===== config.mk =====
export PLATFORM = sky130hd
export DESIGN_NAME = wsd_top
export DESIGN_NICKNAME = d
export VERILOG_FILES = /design/src/wsd_pkg.sv /design/src/wsd_rise_delay.sv /design/src/wsd_top.sv
export SDC_FILE = /design/constraint.sdc
export NUM_CORES = 1
export LEC_CHECK = 0
export BUFFER_PORTS_ARGS = -buffer_cell sky130_fd_sc_hd__buf_2
export CAP_MARGIN = 20
export CORE_MARGIN = 1
export CORE_UTILIZATION = 50
export CTS_CLUSTER_SIZE = 20
export DETAILED_ROUTE_END_ITERATION = 7
export PLACE_DENSITY_LB_ADDON = 0.15
export SYNTH_ARGS = -nofsm -noshare
export SYNTH_HDL_FRONTEND = slang
export SYNTH_HIERARCHICAL = 1
export SYNTH_SLANG_ARGS = --single-unit
export TNS_END_PERCENT = 30

===== constraint.sdc =====
create_clock -name clk -period 2.44 [get_ports clk]
set_input_delay 0.244 -clock clk [delete_from_list [all_inputs] [get_ports clk]]
set_output_delay 0.244 -clock clk [all_outputs]
set_load 0.02 [all_outputs]

===== src/wsd_pkg.sv =====
// Package holding register map, field layout and encodings of the waveform steer/shutdown block
package wsd_pkg;

  // Register bus geometry
  localparam int ADDR_W = 3;
  localparam int DATA_W = 8;

  // Register offsets
  localparam logic [2:0] OFS_STEER = 3'h0;
  localparam logic [2:0] OFS_SD_CTRL = 3'h1;
  localparam logic [2:0] OFS_SRC_EN = 3'h2;
  localparam logic [2:0] OFS_RISE_DB = 3'h3;
  localparam logic [2:0] OFS_GEN_CTRL = 3'h4;
  localparam logic [2:0] OFS_POLARITY = 3'h5;

  // Steering register fields
  localparam int STEER_EN_LSB = 0;
  localparam int STEER_OVR_LSB = 4;

  // Shutdown control register fields
  localparam int SD_STATUS_BIT = 7;
  localparam int SD_RESTART_BIT = 6;
  localparam int SD_BD_LSB = 4;
  localparam int SD_AC_LSB = 2;

  // Generator control register fields
  localparam int GEN_ENABLE_BIT = 7;
  localparam int GEN_MODE_LSB = 0;

  // Widths
  localparam int NUM_OUT = 4;
  localparam int SRC_W = 5;
  localparam int DB_W = 6;
  localparam int MODE_W = 3;

  // Reset values
  localparam logic [7:0] RST_STEER = 8'h00;
  localparam logic [7:0] RST_SD_CTRL = 8'h14;
  localparam logic [7:0] RST_SRC_EN = 8'h00;
  localparam logic [7:0] RST_RISE_DB = 8'h00;
  localparam logic [7:0] RST_GEN_CTRL = 8'h00;
  localparam logic [7:0] RST_POLARITY = 8'h00;

  // Mode codes
  localparam logic [2:0] MODE_STEER_ASYNC = 3'h0;
  localparam logic [2:0] MODE_STEER_SYNC = 3'h1;

  // Shutdown drive codes for an output pair
  typedef enum logic [1:0] {
    DRV_INACTIVE = 2'h0,
    DRV_FLOAT = 2'h1,
    DRV_LOW = 2'h2,
    DRV_HIGH = 2'h3
  } wsd_drive_t;

  // Shutdown sequencing states
  typedef enum logic [2:0] {
    ST_RUN = 3'b001,
    ST_SHUT = 3'b010,
    ST_WAIT_RISE = 3'b100
  } wsd_state_t;

endpackage


===== src/wsd_rise_delay.sv =====
// Rising-edge dead-band delay for the generator data waveform
`timescale 1ns/10ps
module wsd_rise_delay
  import wsd_pkg::*;
#(
  parameter int CNT_W = DB_W
) (
  input wire logic clk,
  input wire logic rstn,
  input wire logic din,
  input wire logic [CNT_W-1:0] count,
  output logic dout
);

  logic din_prev;
  logic [CNT_W-1:0] remain;
  logic pending;

  // Previous sample for edge detection
  always_ff @(posedge clk) begin
    if (!rstn) begin
      din_prev <= 1'b0;
    end else begin
      din_prev <= din;
    end
  end

  // Count down after a rising edge; a falling edge aborts at once
  always_ff @(posedge clk) begin
    if (!rstn) begin
      remain <= '0;
      pending <= 1'b0;
      dout <= 1'b0;
    end else if (count == '0) begin
      pending <= 1'b0;
      remain <= '0;
      dout <= din;
    end else if (!din) begin
      pending <= 1'b0;
      remain <= '0;
      dout <= 1'b0;
    end else if (!din_prev) begin
      pending <= 1'b1;
      remain <= count - 1'b1;
      dout <= 1'b0;
    end else if (pending) begin
      if (remain == '0) begin
        pending <= 1'b0;
        dout <= 1'b1;
      end else begin
        remain <= remain - 1'b1;
      end
    end
  end

endmodule


===== src/wsd_top.sv =====
// Output steering, auto-shutdown and rising dead-band logic of the waveform generator
//
// Contract
// - steering set: output is data waveform with polarity
// - steering clear: output takes its override bit
// - steering bits apply only in modes 00x
// - shutdown status bit 7 shows shutdown state
// - software writes status while disabled, forcing shutdown
// - after clear, hold shutdown until data rises
// - auto-restart enable lives in bit 6
// - bits 5-4 choose B/D shutdown drive
// - bits 3-2 choose A/C shutdown drive
// - code 00 drives inactive level after dead-band
// - shutdown control resets to 0x14, float codes
// - five source enables: pin, comp1, comp2, cells
// - rise dead-band delays N to N+1 periods
// - rise count zero bypasses the dead-band
// - unused register bits read as zero
// - auto-restart clears status when shutdown ends
// - polarity bit set inverts its output
// - mode 000 async steering, 001 sync steering
//
// The implementer's own choices: the address-and-strobe port and the placing of the registers.
`timescale 1ns/10ps
module wsd_top
  import wsd_pkg::*;
(
  input wire logic clk,
  input wire logic rstn,
  input wire logic [ADDR_W-1:0] reg_addr,
  input wire logic [DATA_W-1:0] reg_wdata,
  input wire logic reg_write,
  input wire logic reg_read,
  output logic [DATA_W-1:0] reg_rdata,
  input wire logic data_in,
  input wire logic shutdown_pin_input,
  input wire logic shutdown_comp1,
  input wire logic shutdown_comp2,
  input wire logic shutdown_cell2,
  input wire logic shutdown_cell4,
  output logic wave_out_a,
  output logic wave_out_b,
  output logic wave_out_c,
  output logic wave_out_d,
  output logic wave_oe_a,
  output logic wave_oe_b,
  output logic wave_oe_c,
  output logic wave_oe_d
);

  // Software visible fields
  logic [NUM_OUT-1:0] steer_enable;
  logic [NUM_OUT-1:0] override_level;
  logic shutdown_status;
  logic restart_enable;
  logic [1:0] shutdown_drive_pair_bd;
  logic [1:0] shutdown_drive_pair_ac;
  logic [SRC_W-1:0] shutdown_src_enable;
  logic [DB_W-1:0] rise_deadband_value;
  logic gen_enable;
  logic [MODE_W-1:0] gen_mode;
  logic [NUM_OUT-1:0] invert_out;

  // Internal state
  wsd_state_t state;
  wsd_state_t next_state;
  logic data_prev;
  logic data_rise;
  logic src_active;
  logic steering_mode;
  logic [NUM_OUT-1:0] steer_live;
  logic [DB_W-1:0] sd_wait;
  logic wave_delayed;
  logic [NUM_OUT-1:0] out_q;
  logic [NUM_OUT-1:0] oe_q;
  logic [NUM_OUT-1:0] next_out;
  logic [NUM_OUT-1:0] next_oe;
  logic wr_sd;
  logic [NUM_OUT-1:0] steer_sel;
  logic band_done;
  logic wave_ac;

  // Level placed on a pin in shutdown; code 00 waits out the dead-band first
  function automatic logic [1:0] sd_drive(input logic [1:0] code, input logic inv,
                                          input logic prev, input logic prev_oe,
                                          input logic band_done);
    logic [1:0] r;
    r = {prev_oe, prev};
    case (code)
      DRV_HIGH: r = 2'b11;
      DRV_LOW: r = 2'b10;
      DRV_FLOAT: r = 2'b00;
      DRV_INACTIVE: r = band_done ? {1'b1, inv} : {prev_oe, prev};
      default: r = 2'b00;
    endcase
    return r;
  endfunction

  // True in the two steering modes, 000 and 001
  function automatic logic is_steer_mode(input logic [MODE_W-1:0] m);
    return (m == MODE_STEER_ASYNC) || (m == MODE_STEER_SYNC);
  endfunction

  assign wr_sd = reg_write && (reg_addr == OFS_SD_CTRL);
  assign steering_mode = is_steer_mode(gen_mode);
  assign data_rise = data_in && !data_prev;

  // Async steering follows the register at once; only sync steering waits for a data rise
  assign steer_sel = (gen_mode == MODE_STEER_SYNC) ? steer_live : steer_enable;

  // A zero count skips the delay stage and its flop, so A/C keep step with B/D
  assign wave_ac = (rise_deadband_value == '0) ? data_in : wave_delayed;

  // The wait counter is only loaded on leaving RUN, so a zero there means nothing before
  assign band_done = (state != ST_RUN) && (sd_wait == '0);

  // Any enabled source that is asserted requests shutdown
  assign src_active = |(shutdown_src_enable & {shutdown_cell4, shutdown_cell2,
                                               shutdown_comp2, shutdown_comp1,
                                               shutdown_pin_input});

  // Rising dead-band on the data waveform
  wsd_rise_delay #(
    .CNT_W(DB_W)
  ) u_rise (
    .clk(clk),
    .rstn(rstn),
    .din(data_in),
    .count(rise_deadband_value),
    .dout(wave_delayed)
  );

  // Data input history for edge detection
  always_ff @(posedge clk) begin
    if (!rstn) begin
      data_prev <= 1'b0;
    end else begin
      data_prev <= data_in;
    end
  end

  // Steering and override register
  always_ff @(posedge clk) begin
    if (!rstn) begin
      steer_enable <= RST_STEER[STEER_EN_LSB +: NUM_OUT];
      override_level <= RST_STEER[STEER_OVR_LSB +: NUM_OUT];
    end else if (reg_write && (reg_addr == OFS_STEER)) begin
      steer_enable <= reg_wdata[STEER_EN_LSB +: NUM_OUT];
      override_level <= reg_wdata[STEER_OVR_LSB +: NUM_OUT];
    end
  end

  // Shutdown control fields other than the status bit
  always_ff @(posedge clk) begin
    if (!rstn) begin
      restart_enable <= RST_SD_CTRL[SD_RESTART_BIT];
      shutdown_drive_pair_bd <= RST_SD_CTRL[SD_BD_LSB +: 2];
      shutdown_drive_pair_ac <= RST_SD_CTRL[SD_AC_LSB +: 2];
    end else if (wr_sd) begin
      restart_enable <= reg_wdata[SD_RESTART_BIT];
      shutdown_drive_pair_bd <= reg_wdata[SD_BD_LSB +: 2];
      shutdown_drive_pair_ac <= reg_wdata[SD_AC_LSB +: 2];
    end
  end

  // Shutdown status: hardware set wins over any clear
  always_ff @(posedge clk) begin
    if (!rstn) begin
      shutdown_status <= RST_SD_CTRL[SD_STATUS_BIT];
    end else if (src_active) begin
      shutdown_status <= 1'b1;
    end else if (wr_sd) begin
      shutdown_status <= reg_wdata[SD_STATUS_BIT];
    end else if (restart_enable) begin
      shutdown_status <= 1'b0;
    end
  end

  // Shutdown source enables
  always_ff @(posedge clk) begin
    if (!rstn) begin
      shutdown_src_enable <= RST_SRC_EN[SRC_W-1:0];
    end else if (reg_write && (reg_addr == OFS_SRC_EN)) begin
      shutdown_src_enable <= reg_wdata[SRC_W-1:0];
    end
  end

  // Rising dead-band count, taken by the delay stage at each data rise
  always_ff @(posedge clk) begin
    if (!rstn) begin
      rise_deadband_value <= RST_RISE_DB[DB_W-1:0];
    end else if (reg_write && (reg_addr == OFS_RISE_DB)) begin
      rise_deadband_value <= reg_wdata[DB_W-1:0];
    end
  end

  // Generator enable and mode, standing in for the control kept outside this block
  always_ff @(posedge clk) begin
    if (!rstn) begin
      gen_enable <= RST_GEN_CTRL[GEN_ENABLE_BIT];
      gen_mode <= RST_GEN_CTRL[GEN_MODE_LSB +: MODE_W];
    end else if (reg_write && (reg_addr == OFS_GEN_CTRL)) begin
      gen_enable <= reg_wdata[GEN_ENABLE_BIT];
      gen_mode <= reg_wdata[GEN_MODE_LSB +: MODE_W];
    end
  end

  // Output polarity
  always_ff @(posedge clk) begin
    if (!rstn) begin
      invert_out <= RST_POLARITY[NUM_OUT-1:0];
    end else if (reg_write && (reg_addr == OFS_POLARITY)) begin
      invert_out <= reg_wdata[NUM_OUT-1:0];
    end
  end

  // Synchronous steering takes new enables only on a data rising edge
  always_ff @(posedge clk) begin
    if (!rstn) begin
      steer_live <= RST_STEER[STEER_EN_LSB +: NUM_OUT];
    end else if (gen_mode != MODE_STEER_SYNC || data_rise) begin
      steer_live <= steer_enable;
    end
  end

  // Shutdown sequencing
  always_comb begin
    next_state = state;
    case (state)
      ST_RUN: begin
        if (shutdown_status) begin
          next_state = ST_SHUT;
        end
      end
      ST_SHUT: begin
        if (!shutdown_status) begin
          next_state = ST_WAIT_RISE;
        end
      end
      ST_WAIT_RISE: begin
        if (shutdown_status) begin
          next_state = ST_SHUT;
        end else if (data_rise) begin
          next_state = ST_RUN;
        end
      end
      default: next_state = ST_SHUT;
    endcase
  end

  // State register
  always_ff @(posedge clk) begin
    if (!rstn) begin
      state <= ST_RUN;
    end else begin
      state <= next_state;
    end
  end

  // Dead-band wait before the inactive level is placed in shutdown
  always_ff @(posedge clk) begin
    if (!rstn) begin
      sd_wait <= '0;
    end else if (state == ST_RUN && shutdown_status) begin
      sd_wait <= rise_deadband_value;
    end else if (sd_wait != '0) begin
      sd_wait <= sd_wait - 1'b1;
    end
  end

  // Output selection per channel; A and C form one pair, B and D the other
  always_comb begin
    logic [1:0] code;
    logic [1:0] sd;
    logic wave;
    code = 2'h0;
    sd = 2'h0;
    wave = 1'b0;
    next_out = out_q;
    next_oe = oe_q;
    for (int i = 0; i < NUM_OUT; i++) begin
      code = i[0] ? shutdown_drive_pair_bd : shutdown_drive_pair_ac;
      // Bridge modes: A/C take the delayed rise, B/D the complement
      wave = i[0] ? !data_in : wave_ac;
      if (state != ST_RUN || shutdown_status) begin
        sd = sd_drive(code, invert_out[i], out_q[i], oe_q[i], band_done);
        next_out[i] = sd[0];
        next_oe[i] = sd[1];
      end else if (!gen_enable) begin
        // Disabled: park at the inactive level
        next_out[i] = invert_out[i];
        next_oe[i] = 1'b1;
      end else if (steering_mode) begin
        next_oe[i] = 1'b1;
        if (steer_sel[i]) begin
          next_out[i] = data_in ^ invert_out[i];
        end else begin
          next_out[i] = override_level[i];
        end
      end else begin
        next_oe[i] = 1'b1;
        next_out[i] = wave ^ invert_out[i];
      end
    end
  end

  // Output pins are registered so they never glitch on select changes
  always_ff @(posedge clk) begin
    if (!rstn) begin
      out_q <= '0;
      oe_q <= '0;
    end else begin
      out_q <= next_out;
      oe_q <= next_oe;
    end
  end

  assign wave_out_a = out_q[0];
  assign wave_out_b = out_q[1];
  assign wave_out_c = out_q[2];
  assign wave_out_d = out_q[3];
  assign wave_oe_a = oe_q[0];
  assign wave_oe_b = oe_q[1];
  assign wave_oe_c = oe_q[2];
  assign wave_oe_d = oe_q[3];

  // Read data stand only in the cycle after the read strobe
  always_ff @(posedge clk) begin
    if (!rstn) begin
      reg_rdata <= '0;
    end else if (reg_read) begin
      case (reg_addr)
        OFS_STEER: reg_rdata <= {override_level, steer_enable};
        OFS_SD_CTRL: reg_rdata <= {shutdown_status, restart_enable, shutdown_drive_pair_bd,
                                   shutdown_drive_pair_ac, 2'h0};
        OFS_SRC_EN: reg_rdata <= {3'h0, shutdown_src_enable};
        OFS_RISE_DB: reg_rdata <= {2'h0, rise_deadband_value};
        OFS_GEN_CTRL: reg_rdata <= {gen_enable, 4'h0, gen_mode};
        OFS_POLARITY: reg_rdata <= {4'h0, invert_out};
        default: reg_rdata <= '0;
      endcase
    end else begin
      reg_rdata <= '0;
    end
  end

endmodule


---- Yosys cells after proc, flatten, opt, wreduce, memory -nomap -nowiden ----
Cells that the tools add are included.
operators by class
  add/subtract/negate cells ............... 3
  equal/unequal tests ..................... 26
  multiplexer cells ....................... 52
  bitwise gates (word level) .............. 11
  reductions and logical operators ........ 30
operators with widths
  operator                                                                 number
  8-bit one-hot mux with 6 select lines                                    1
  1-bit two-way mux                                                        32
  2-bit one-hot mux with 4 select lines                                    4
  6-bit two-way mux                                                        5
  6-bit zero test                                                          3
  6-bit by 1-bit subtractor with 6-bit output, second input constant       3
  3-bit two-way mux                                                        4
  3-bit by 1-bit equality test with 1-bit output, second input constant    3
  3-bit by 2-bit equality test with 1-bit output, second input constant    3
  3-bit equality test, second input constant                               3
  1-bit logical AND                                                        9
  3-bit inequality test, second input constant                             3
  3-bit one-hot mux with 3 select lines                                    1
  2-bit equality test, second input constant                               4
  2-bit two-way mux                                                        4
  2-bit inequality test, second input constant                             4
  4-bit inequality test, second input constant                             2
  1-bit bitwise XOR                                                        8
  3-bit zero test                                                          2
  3-bit by 1-bit inequality test with 1-bit output, second input constant  2
  2-bit AND reduction                                                      3
  6-bit nonzero test                                                       1
  5-bit AND                                                                1
  5-bit OR reduction                                                       1
  10 further kinds                                                         16
word-level totals
  bits in registers ....................... 71
  input port bits ......................... 21

---- Longest topological paths before layout ----
Gate-level depths: netlist (run 1).
  word-level depth ........................ 6
  depth in mapped cells ................... 7
  depth with buffers taken out ............ 7

---- Hierarchy ----
The synthesis (run 1) kept the hierarchy.
modules (own cells, without submodules)
  module          instances  cells an instance  area an instance (µm²)  seq. area each (µm²)
  wsd_top         1          349                3042.9                  1221.2
  wsd_rise_delay  1          64                 574.3                   180.2

---- Worst setup path before layout (run 1) ----
OpenSTA, ideal clock, no wires.
  path kind ............................... register to register
  from .................................... reg u_rise.din_prev
  to ...................................... reg u_rise.remain[4]
  data arrival time ....................... 1.741 ns
  setup slack ............................. 0.603 ns
  cell stages (with the launch flop) ...... 7
  buffers on the path ..................... 1
  clock period less this slack ............ 1.837 ns
  path through ............................ dfxtp_1 > clkbuf_1 > mux2i_1 > ha_1 > nor4bb_1 > o211ai_1 > a221oi_1
on the way
  word-level cells in the longest chain between the ends .. 2
RTL lines
  what                             line                  source
  from (decl)                      wsd_rise_delay.sv:15  logic din_prev;
  from (signal assigned)           wsd_rise_delay.sv:24  din_prev <= din;
  2-bit inequality test (no line)  n/a
  2-bit AND reduction (no line)    n/a
  to (signal assigned)             wsd_rise_delay.sv:44  remain <= count - 1'b1;
  to (signal assigned)             wsd_rise_delay.sv:51  remain <= remain - 1'b1;
  to (decl)                        wsd_rise_delay.sv:16  logic [CNT_W-1:0] remain;
Parallel ways exist; a longest one is shown, timed or not.
A chain may end at the register's enable or synchronous reset.

---- Worst setup path in the final report (run 1) ----
Same ends and word-level chain as after synthesis.

==> impl_metrics.csv, run 1 <==
group,metric,value,unit
run_status,outcome,"finished, final reports clean",
clock_tree,cts_buffers,9,
global_routing,grt_overflow,0,
drt,routedWlPerCell,16.83,um
pwr,powerDensity,804.4,nW/um2
finish,fillers,652,
global_routing,grt_max_degree,25,
floorplan,pin_count,37,
worst_setup_path,cp-start-kind,"flip-flop",
worst_setup_path,worstPathCellList,"nor2b_1 > a21oi_1 > ha_1 > nor4bb_1 > o211ai_1 > a221oi_1",
timing,grt_setup_unrepaired,"false",
finish,drive_above_1_share,0.1723,
pwr,p_leak,1.600,nW
drt,dr.first_iter.drc_count,237,
timing,finalCritPeriodShare,0.8047,
worst_setup_path,r2r-start,"u_rise/din_prev",
clock_tree,clkTransAtPathRegs,0.08,ns
finish,postLayoutCoreUtil,0.5839,
drt,vias_per_cell,5.812,
logic_synthesis,netlist_instances,413,
drt,ant_nets,0,
logic_synthesis,ys_top_cells_by_area,"dfxtp_1, mux2i_1, nor2_1",
clock_tree,tritoncts,"done",
floorplan,die_height,87.06,um
drt,via_count,3121,
logic_synthesis,ys_async_sr_fraction,0,
floorplan,rows,30,
worst_setup_path,crit_type,"flip-flop to flip-flop",
finish,final_common_cell,"dfxtp_1",
global_routing,grt_pass1_vias,2811,
finish,antenna_cells,0,
pwr,peakVddDrop,345.4,uV
timing,setup_ws,0.4764,ns
finish,areaGrowthSynthToFinish,11.48,%
timing,hold_viol_final,0,
worst_setup_path,path_delay_family,"flip-flops",
worst_setup_path,cp-startpoint,"u_rise/din_prev",
clock_tree,clk_path_buf_depth,2,
global_routing,grt.total_usage,0.2570,
timing,worstMarginPinSlew,0.6960,ns
drt,routed_wl,9038,um
global_routing,top_usage_layer,"met2",
worst_setup_path,worstPathRequired,2.71,ns
min_path,worst_hold_startpoint,"reg_wdata[6]",
finish,nNetsFinal,460,
floorplan,start_util,0.5237,
logic_synthesis,ys.flop_type,"dfxtp_1",
placed_design,place_ws,0.4938,ns
global_routing,grt_use_met2,0.3908,
finish,mostFrequentLayoutCells,"dfxtp_1, nor2_1, mux2i_1",
logic_synthesis,synth_top_area_frac,0.3874,
timing,period_minus_slack,1.964,ns
placed_design,place.gp.congestion,0.8420,
drt,first_pass_iters,5,
logic_synthesis,synth_seq_cells,70,
logic_synthesis,syn_area_per_cell,8.758,um2
run,max-cap-violations,0,
clock_tree,hold_buffers,0,
global_routing,use_met3,0.06161,
timing,slew_violations,0,
floorplan,fp.dieW,87.06,um
logic_synthesis,synth_largest_area_cell,"dfxtp_1",
floorplan,die_area,7579,um2
global_routing,antenna_found_initial,0,
worst_setup_path,cp.arrival,2.23,ns
timing,skew,0.005327,ns
min_path,hp-class,"input port to flip-flop",
timing,max-slew-margin-rel,0.5348,
timing,fin_setup_tns,0,ns
clock_tree,cts.repair.resized,0,
clock_tree,htree_levels,3,
floorplan,core,6907,um2
logic_synthesis,synth_edf_count,0,
logic_synthesis,netlist_area,3617,um2
placed_design,io_buffers,36,
clock_tree,post_cts_buffers,0,
global_routing,grt_first_pass_wirelength,14610,um
timing,fmax,509.3,MHz
clock_tree,cts_root_buf,"clkbuf_8",
clock_tree,cts.sinks,70,
drt,drc,0,
global_routing,use_met1,0.3578,
worst_setup_path,critPathCaptureType,"flip-flop",
logic_synthesis,yosysSeqAreaShare,0.3874,
timing,setup-violations-final,0,
worst_setup_path,path_buf_inv,0,
worst_setup_path,critPathMaxFanout,12,
logic_synthesis,ys_types,66,
clock_tree,clock_latency,0.36,ns
logic_synthesis,synth_fp_nets,437,
logic_synthesis,ys_warn_count,6,
worst_setup_path,slowest_stage,"dfxtp_1",
placed_design,dp.final_hpwl,6426,um
worst_setup_path,cpPeakStageDelay,0.57,ns
-- final timing paths --
check                       to  slack, ns  cells past startpoint
max reg2reg   u_rise/remain[4]       0.48                      6
min          override_level[2]       0.15                      3
max           u_rise/remain[4]       0.48                      6
min reg2reg  override_level[0]       0.49                      2
-- flip-flops by register name, summed over array words and instances (netlist names), 3 cells and up --
name / flops
reg_rdata: 8
rise_deadband_value: 6
sd_wait: 6
u_rise/remain: 6
shutdown_src_enable: 5
invert_out: 4
out_q: 4
override_level: 4
steer_enable: 4
steer_live: 4
gen_mode: 3
state: 3
-- cell usage after synthesis, drive strengths merged, types with 5 or more instances --
| master | number |
|---|---|
| a21oi | 29 |
| buf | 12 |
| clkbuf | 17 |
| dfxtp | 70 |
| inv | 12 |
| mux2i | 41 |
| nand2 | 38 |
| nand2b | 6 |
| nor2 | 49 |
| nor3 | 15 |
| o21ai | 16 |
| o31ai | 6 |
| or3 | 5 |
| xnor2 | 6 |
| xor2 | 5 |
-- power breakdown --
part           total (mW)  switching [mW]  internal [mW]
clock network       0.999           0.471          0.528
registers            1.36           0.110           1.25
logic               0.889           0.485          0.404
-- per-stage QoR --
step / instances / area (um2) / hold slack, ns / total power, mW
2_1_floorplan: 413 / 3617 / 0.3725 / 2.089
4_1_cts: 537 / 4033 / 0.1320 / 3.248
3_3_place_gp: 521 / 3824 / 0.4758 / 2.247
6_report: 537 / 4033 / 0.1460 / 3.244
5_1_grt: 537 / 4033 / 0.1272 / 3.415
3_5_place_dp: 521 / 3824 / 0.4851 / 2.258
-- layer usage --
| metal | part of all wire | vias to the layer above | wire length (um) |
|---|---|---|---|
| li1 | - | 1531 | - |
| met5 | 0 | - | 0 |
| met3 | 0.059 | 13 | 534 |
| met2 | 0.45 | 99 | 4085 |
| met4 | 0.017 | 0 | 151 |
| met1 | 0.47 | 1478 | 4267 |
-- tightest hold or removal path, delay by kind of cell --
kind / cells / cell delay (ns)
AOI/OAI and AO/OA: 1 / 0.05
and+or+nand+nor: 1 / 0.05
buffers and inverters: 1 / 0.11
-- layout make-up --
class	count	area, um2	area share
flip-flops and latches	70	1401	0.3475
inverters	12	45.04	0.01117
clock inverters	5	57.56	0.01427
multi-input cells	302	2039	0.5057
well taps	96	120.1	0.02979
repair buffers	41	217.7	0.05399
clock buffers	11	151.4	0.03754
-- cell families after synthesis --
| group | Yosys count | share of synthesized area |
|---|---|---|
| multiplexers | 46 | 0.1352 |
| XOR/XNOR | 11 | 0.02663 |
| flip-flops | 70 | 0.3874 |
| AND/OR/NAND/NOR | 148 | 0.2131 |
| AO/OA/AOI/OAI | 94 | 0.1785 |
| buffers and inverters | 41 | 0.04877 |
| adder cells (fa/ha/maj) | 3 | 0.01038 |
Note: power is estimated with default switching activity, not from simulation.
==> inputs of run 2 (changes only) <==
- clock period: 2.44 -> 1.8 ns (I/O delays scaled with it)
==> run 2 against run 1 <==
- sequential power up 33%
- routed wire length is 1.2% higher
- core utilization grew 2.7 points
- hold slack lost 0.057 ns
- final cell count increased by 3.9%
- largest cell class unchanged
==> impl_metrics.csv, run 2 (synthesized netlist as in run 1, its figures left out) <==
group,metric,value,unit
worst_setup_path,critPathMaxFanout,5,
clock_tree,cts_buffers,9,
drt,ant_nets,0,
placed_design,dp.final_hpwl,6829,um
pwr,total_power,4.447,mW
worst_setup_path,cp-start-kind,"flip-flop",
timing,fmax,573.3,MHz
pwr,peakVddDrop,571.6,uV
clock_tree,clkTransAtPathRegs,0.08,ns
worst_setup_path,cp.arrival,1.99,ns
global_routing,grt_first_pass_wirelength,14890,um
timing,setup_ws,0.05569,ns
clock_tree,clock_latency,0.35,ns
clock_tree,hold_buffers,0,
timing,slew_violations,0,
worst_setup_path,cpPeakStageDelay,0.40,ns
placed_design,placed_area,3981,um2
timing,fin_setup_tns,0,ns
clock_tree,clk_path_buf_depth,2,
timing,skew,0.008961,ns
placed_design,io_buffers,36,
finish,nNetsFinal,481,
timing,worstMarginPinSlew,0.4467,ns
worst_setup_path,path_buf_inv,1,
drt,routed_wl,9143,um
clock_tree,cts_root_buf,"clkbuf_8",
timing,grt_setup_unrepaired,"true",
floorplan,rows,30,
timing,setup-violations-final,0,
worst_setup_path,worstPathRequired,2.04,ns
timing,finalCritPeriodShare,0.9691,
finish,areaGrowthSynthToFinish,16.71,%
worst_setup_path,crit_type,"flip-flop to flip-flop",
placed_design,placedCellCount,542,
clock_tree,post_cts_buffers,0,
global_routing,antenna_found_initial,0,
clock_tree,tritoncts,"done",
worst_setup_path,critPathCaptureType,"flip-flop",
finish,top_register,"reg_rdata",
drt,first_pass_iters,5,
finish,drive_above_1_share,0.2273,
run_status,outcome,"finished, final reports clean",
worst_setup_path,worstPathCellList,"inv_2 > ha_1 > or2b_4 > or3_4 > o21ai_2 > a21oi_1 > o221a_1",
placed_design,place.gp.congestion,0.8459,
drt,dr.first_iter.drc_count,185,
floorplan,start_util,0.5237,
finish,mostFrequentLayoutCells,"dfxtp_1, nor2_1, mux2i_1",
finish,layout.cells.non_filler,558,
drt,via_count,3161,
pwr,powerDensity,1053,nW/um2
global_routing,grt_max_degree,23,
drt,routedWlPerCell,16.39,um
worst_setup_path,slowest_stage,"or3_4",
worst_setup_path,path_delay_family,"simple AND/OR/NAND/NOR gates",
global_routing,grt_overflow,0,
finish,largest_reg_flops,8,
global_routing,grt.total_usage,0.2620,
drt,vias_per_cell,5.665,
floorplan,die_area,7579,um2
timing,hold_viol_final,0,
pwr,p_leak,1.698,nW
clock_tree,cts.sinks,70,
run,max-cap-violations,0,
global_routing,grt_pass1_vias,2918,
drt,drc,0,
floorplan,fp.dieW,87.06,um
floorplan,die_height,87.06,um
finish,final_common_cell,"dfxtp_1",
clock_tree,htree_levels,3,
finish,fin_area,4222,um2
floorplan,core,6907,um2
finish,antenna_cells,0,
placed_design,place_ws,-0.01326,ns
timing,period_minus_slack,1.744,ns
timing,max-slew-margin-rel,0.7006,
floorplan,pin_count,37,
min_path,hp-class,"input port to flip-flop",
## run 2: metrics by stage
step	util	hold WS, ns
after floorplan	-	0.3085
after global placement	0.5764	0.4391
after detailed placement	0.5764	0.4485
after CTS	0.6071	0.05639
after global routing	0.6112	0.08017
final	0.6112	0.08943
## run 2: timing repair
action / CTS / global route
gates resized for setup: 2 / 8
endpoints found under the setup margin: 3 / 4
pin swaps: 1 / 1
## run 2: worst min-delay path: cells and delay by family
family / cells / cell delay [ns]
compound gates: 1 / 0.05
simple gates: 1 / 0.05
buf+inv: 1 / 0.11
## run 2: power by group
| part | internal [mW] | switching (mW) | leakage, nW |
|---|---|---|---|
| Combinational | 0.608 | 0.693 | 1.03 |
| Clock | 0.659 | 0.672 | 0.0944 |
| Sequential | 1.69 | 0.125 | 0.570 |
| Total | 2.96 | 1.49 | 1.70 |
## run 2: per-layer routing
metal	part of all wire	global-route usage
met3	0.055	0.07204
met2	0.46	0.4016
met5	0	0
met4	0.017	0.08182
met1	0.47	0.3583
## run 2: area by class of cell
class | count | area (um2)
clock inverters | 7 | 81.33
fillers | 638 | 2685
multi-input cells | 302 | 2073
clock buffers | 9 | 123.9
repair buffers | 62 | 375.4
flip-flops and latches | 70 | 1403
inverters | 12 | 45.04
well taps | 96 | 120.1
## run 2: final timing paths
check                           slack, ns           endpoint  cells past startpoint         startpoint
worst max register to register       0.06           out_q[3]                      7         sd_wait[1]
worst min register to register       0.48  override_level[0]                      2  override_level[0]
worst max-delay path                 0.06           out_q[3]                      7         sd_wait[1]
worst min-delay path                 0.09  override_level[2]                      3       reg_wdata[6]
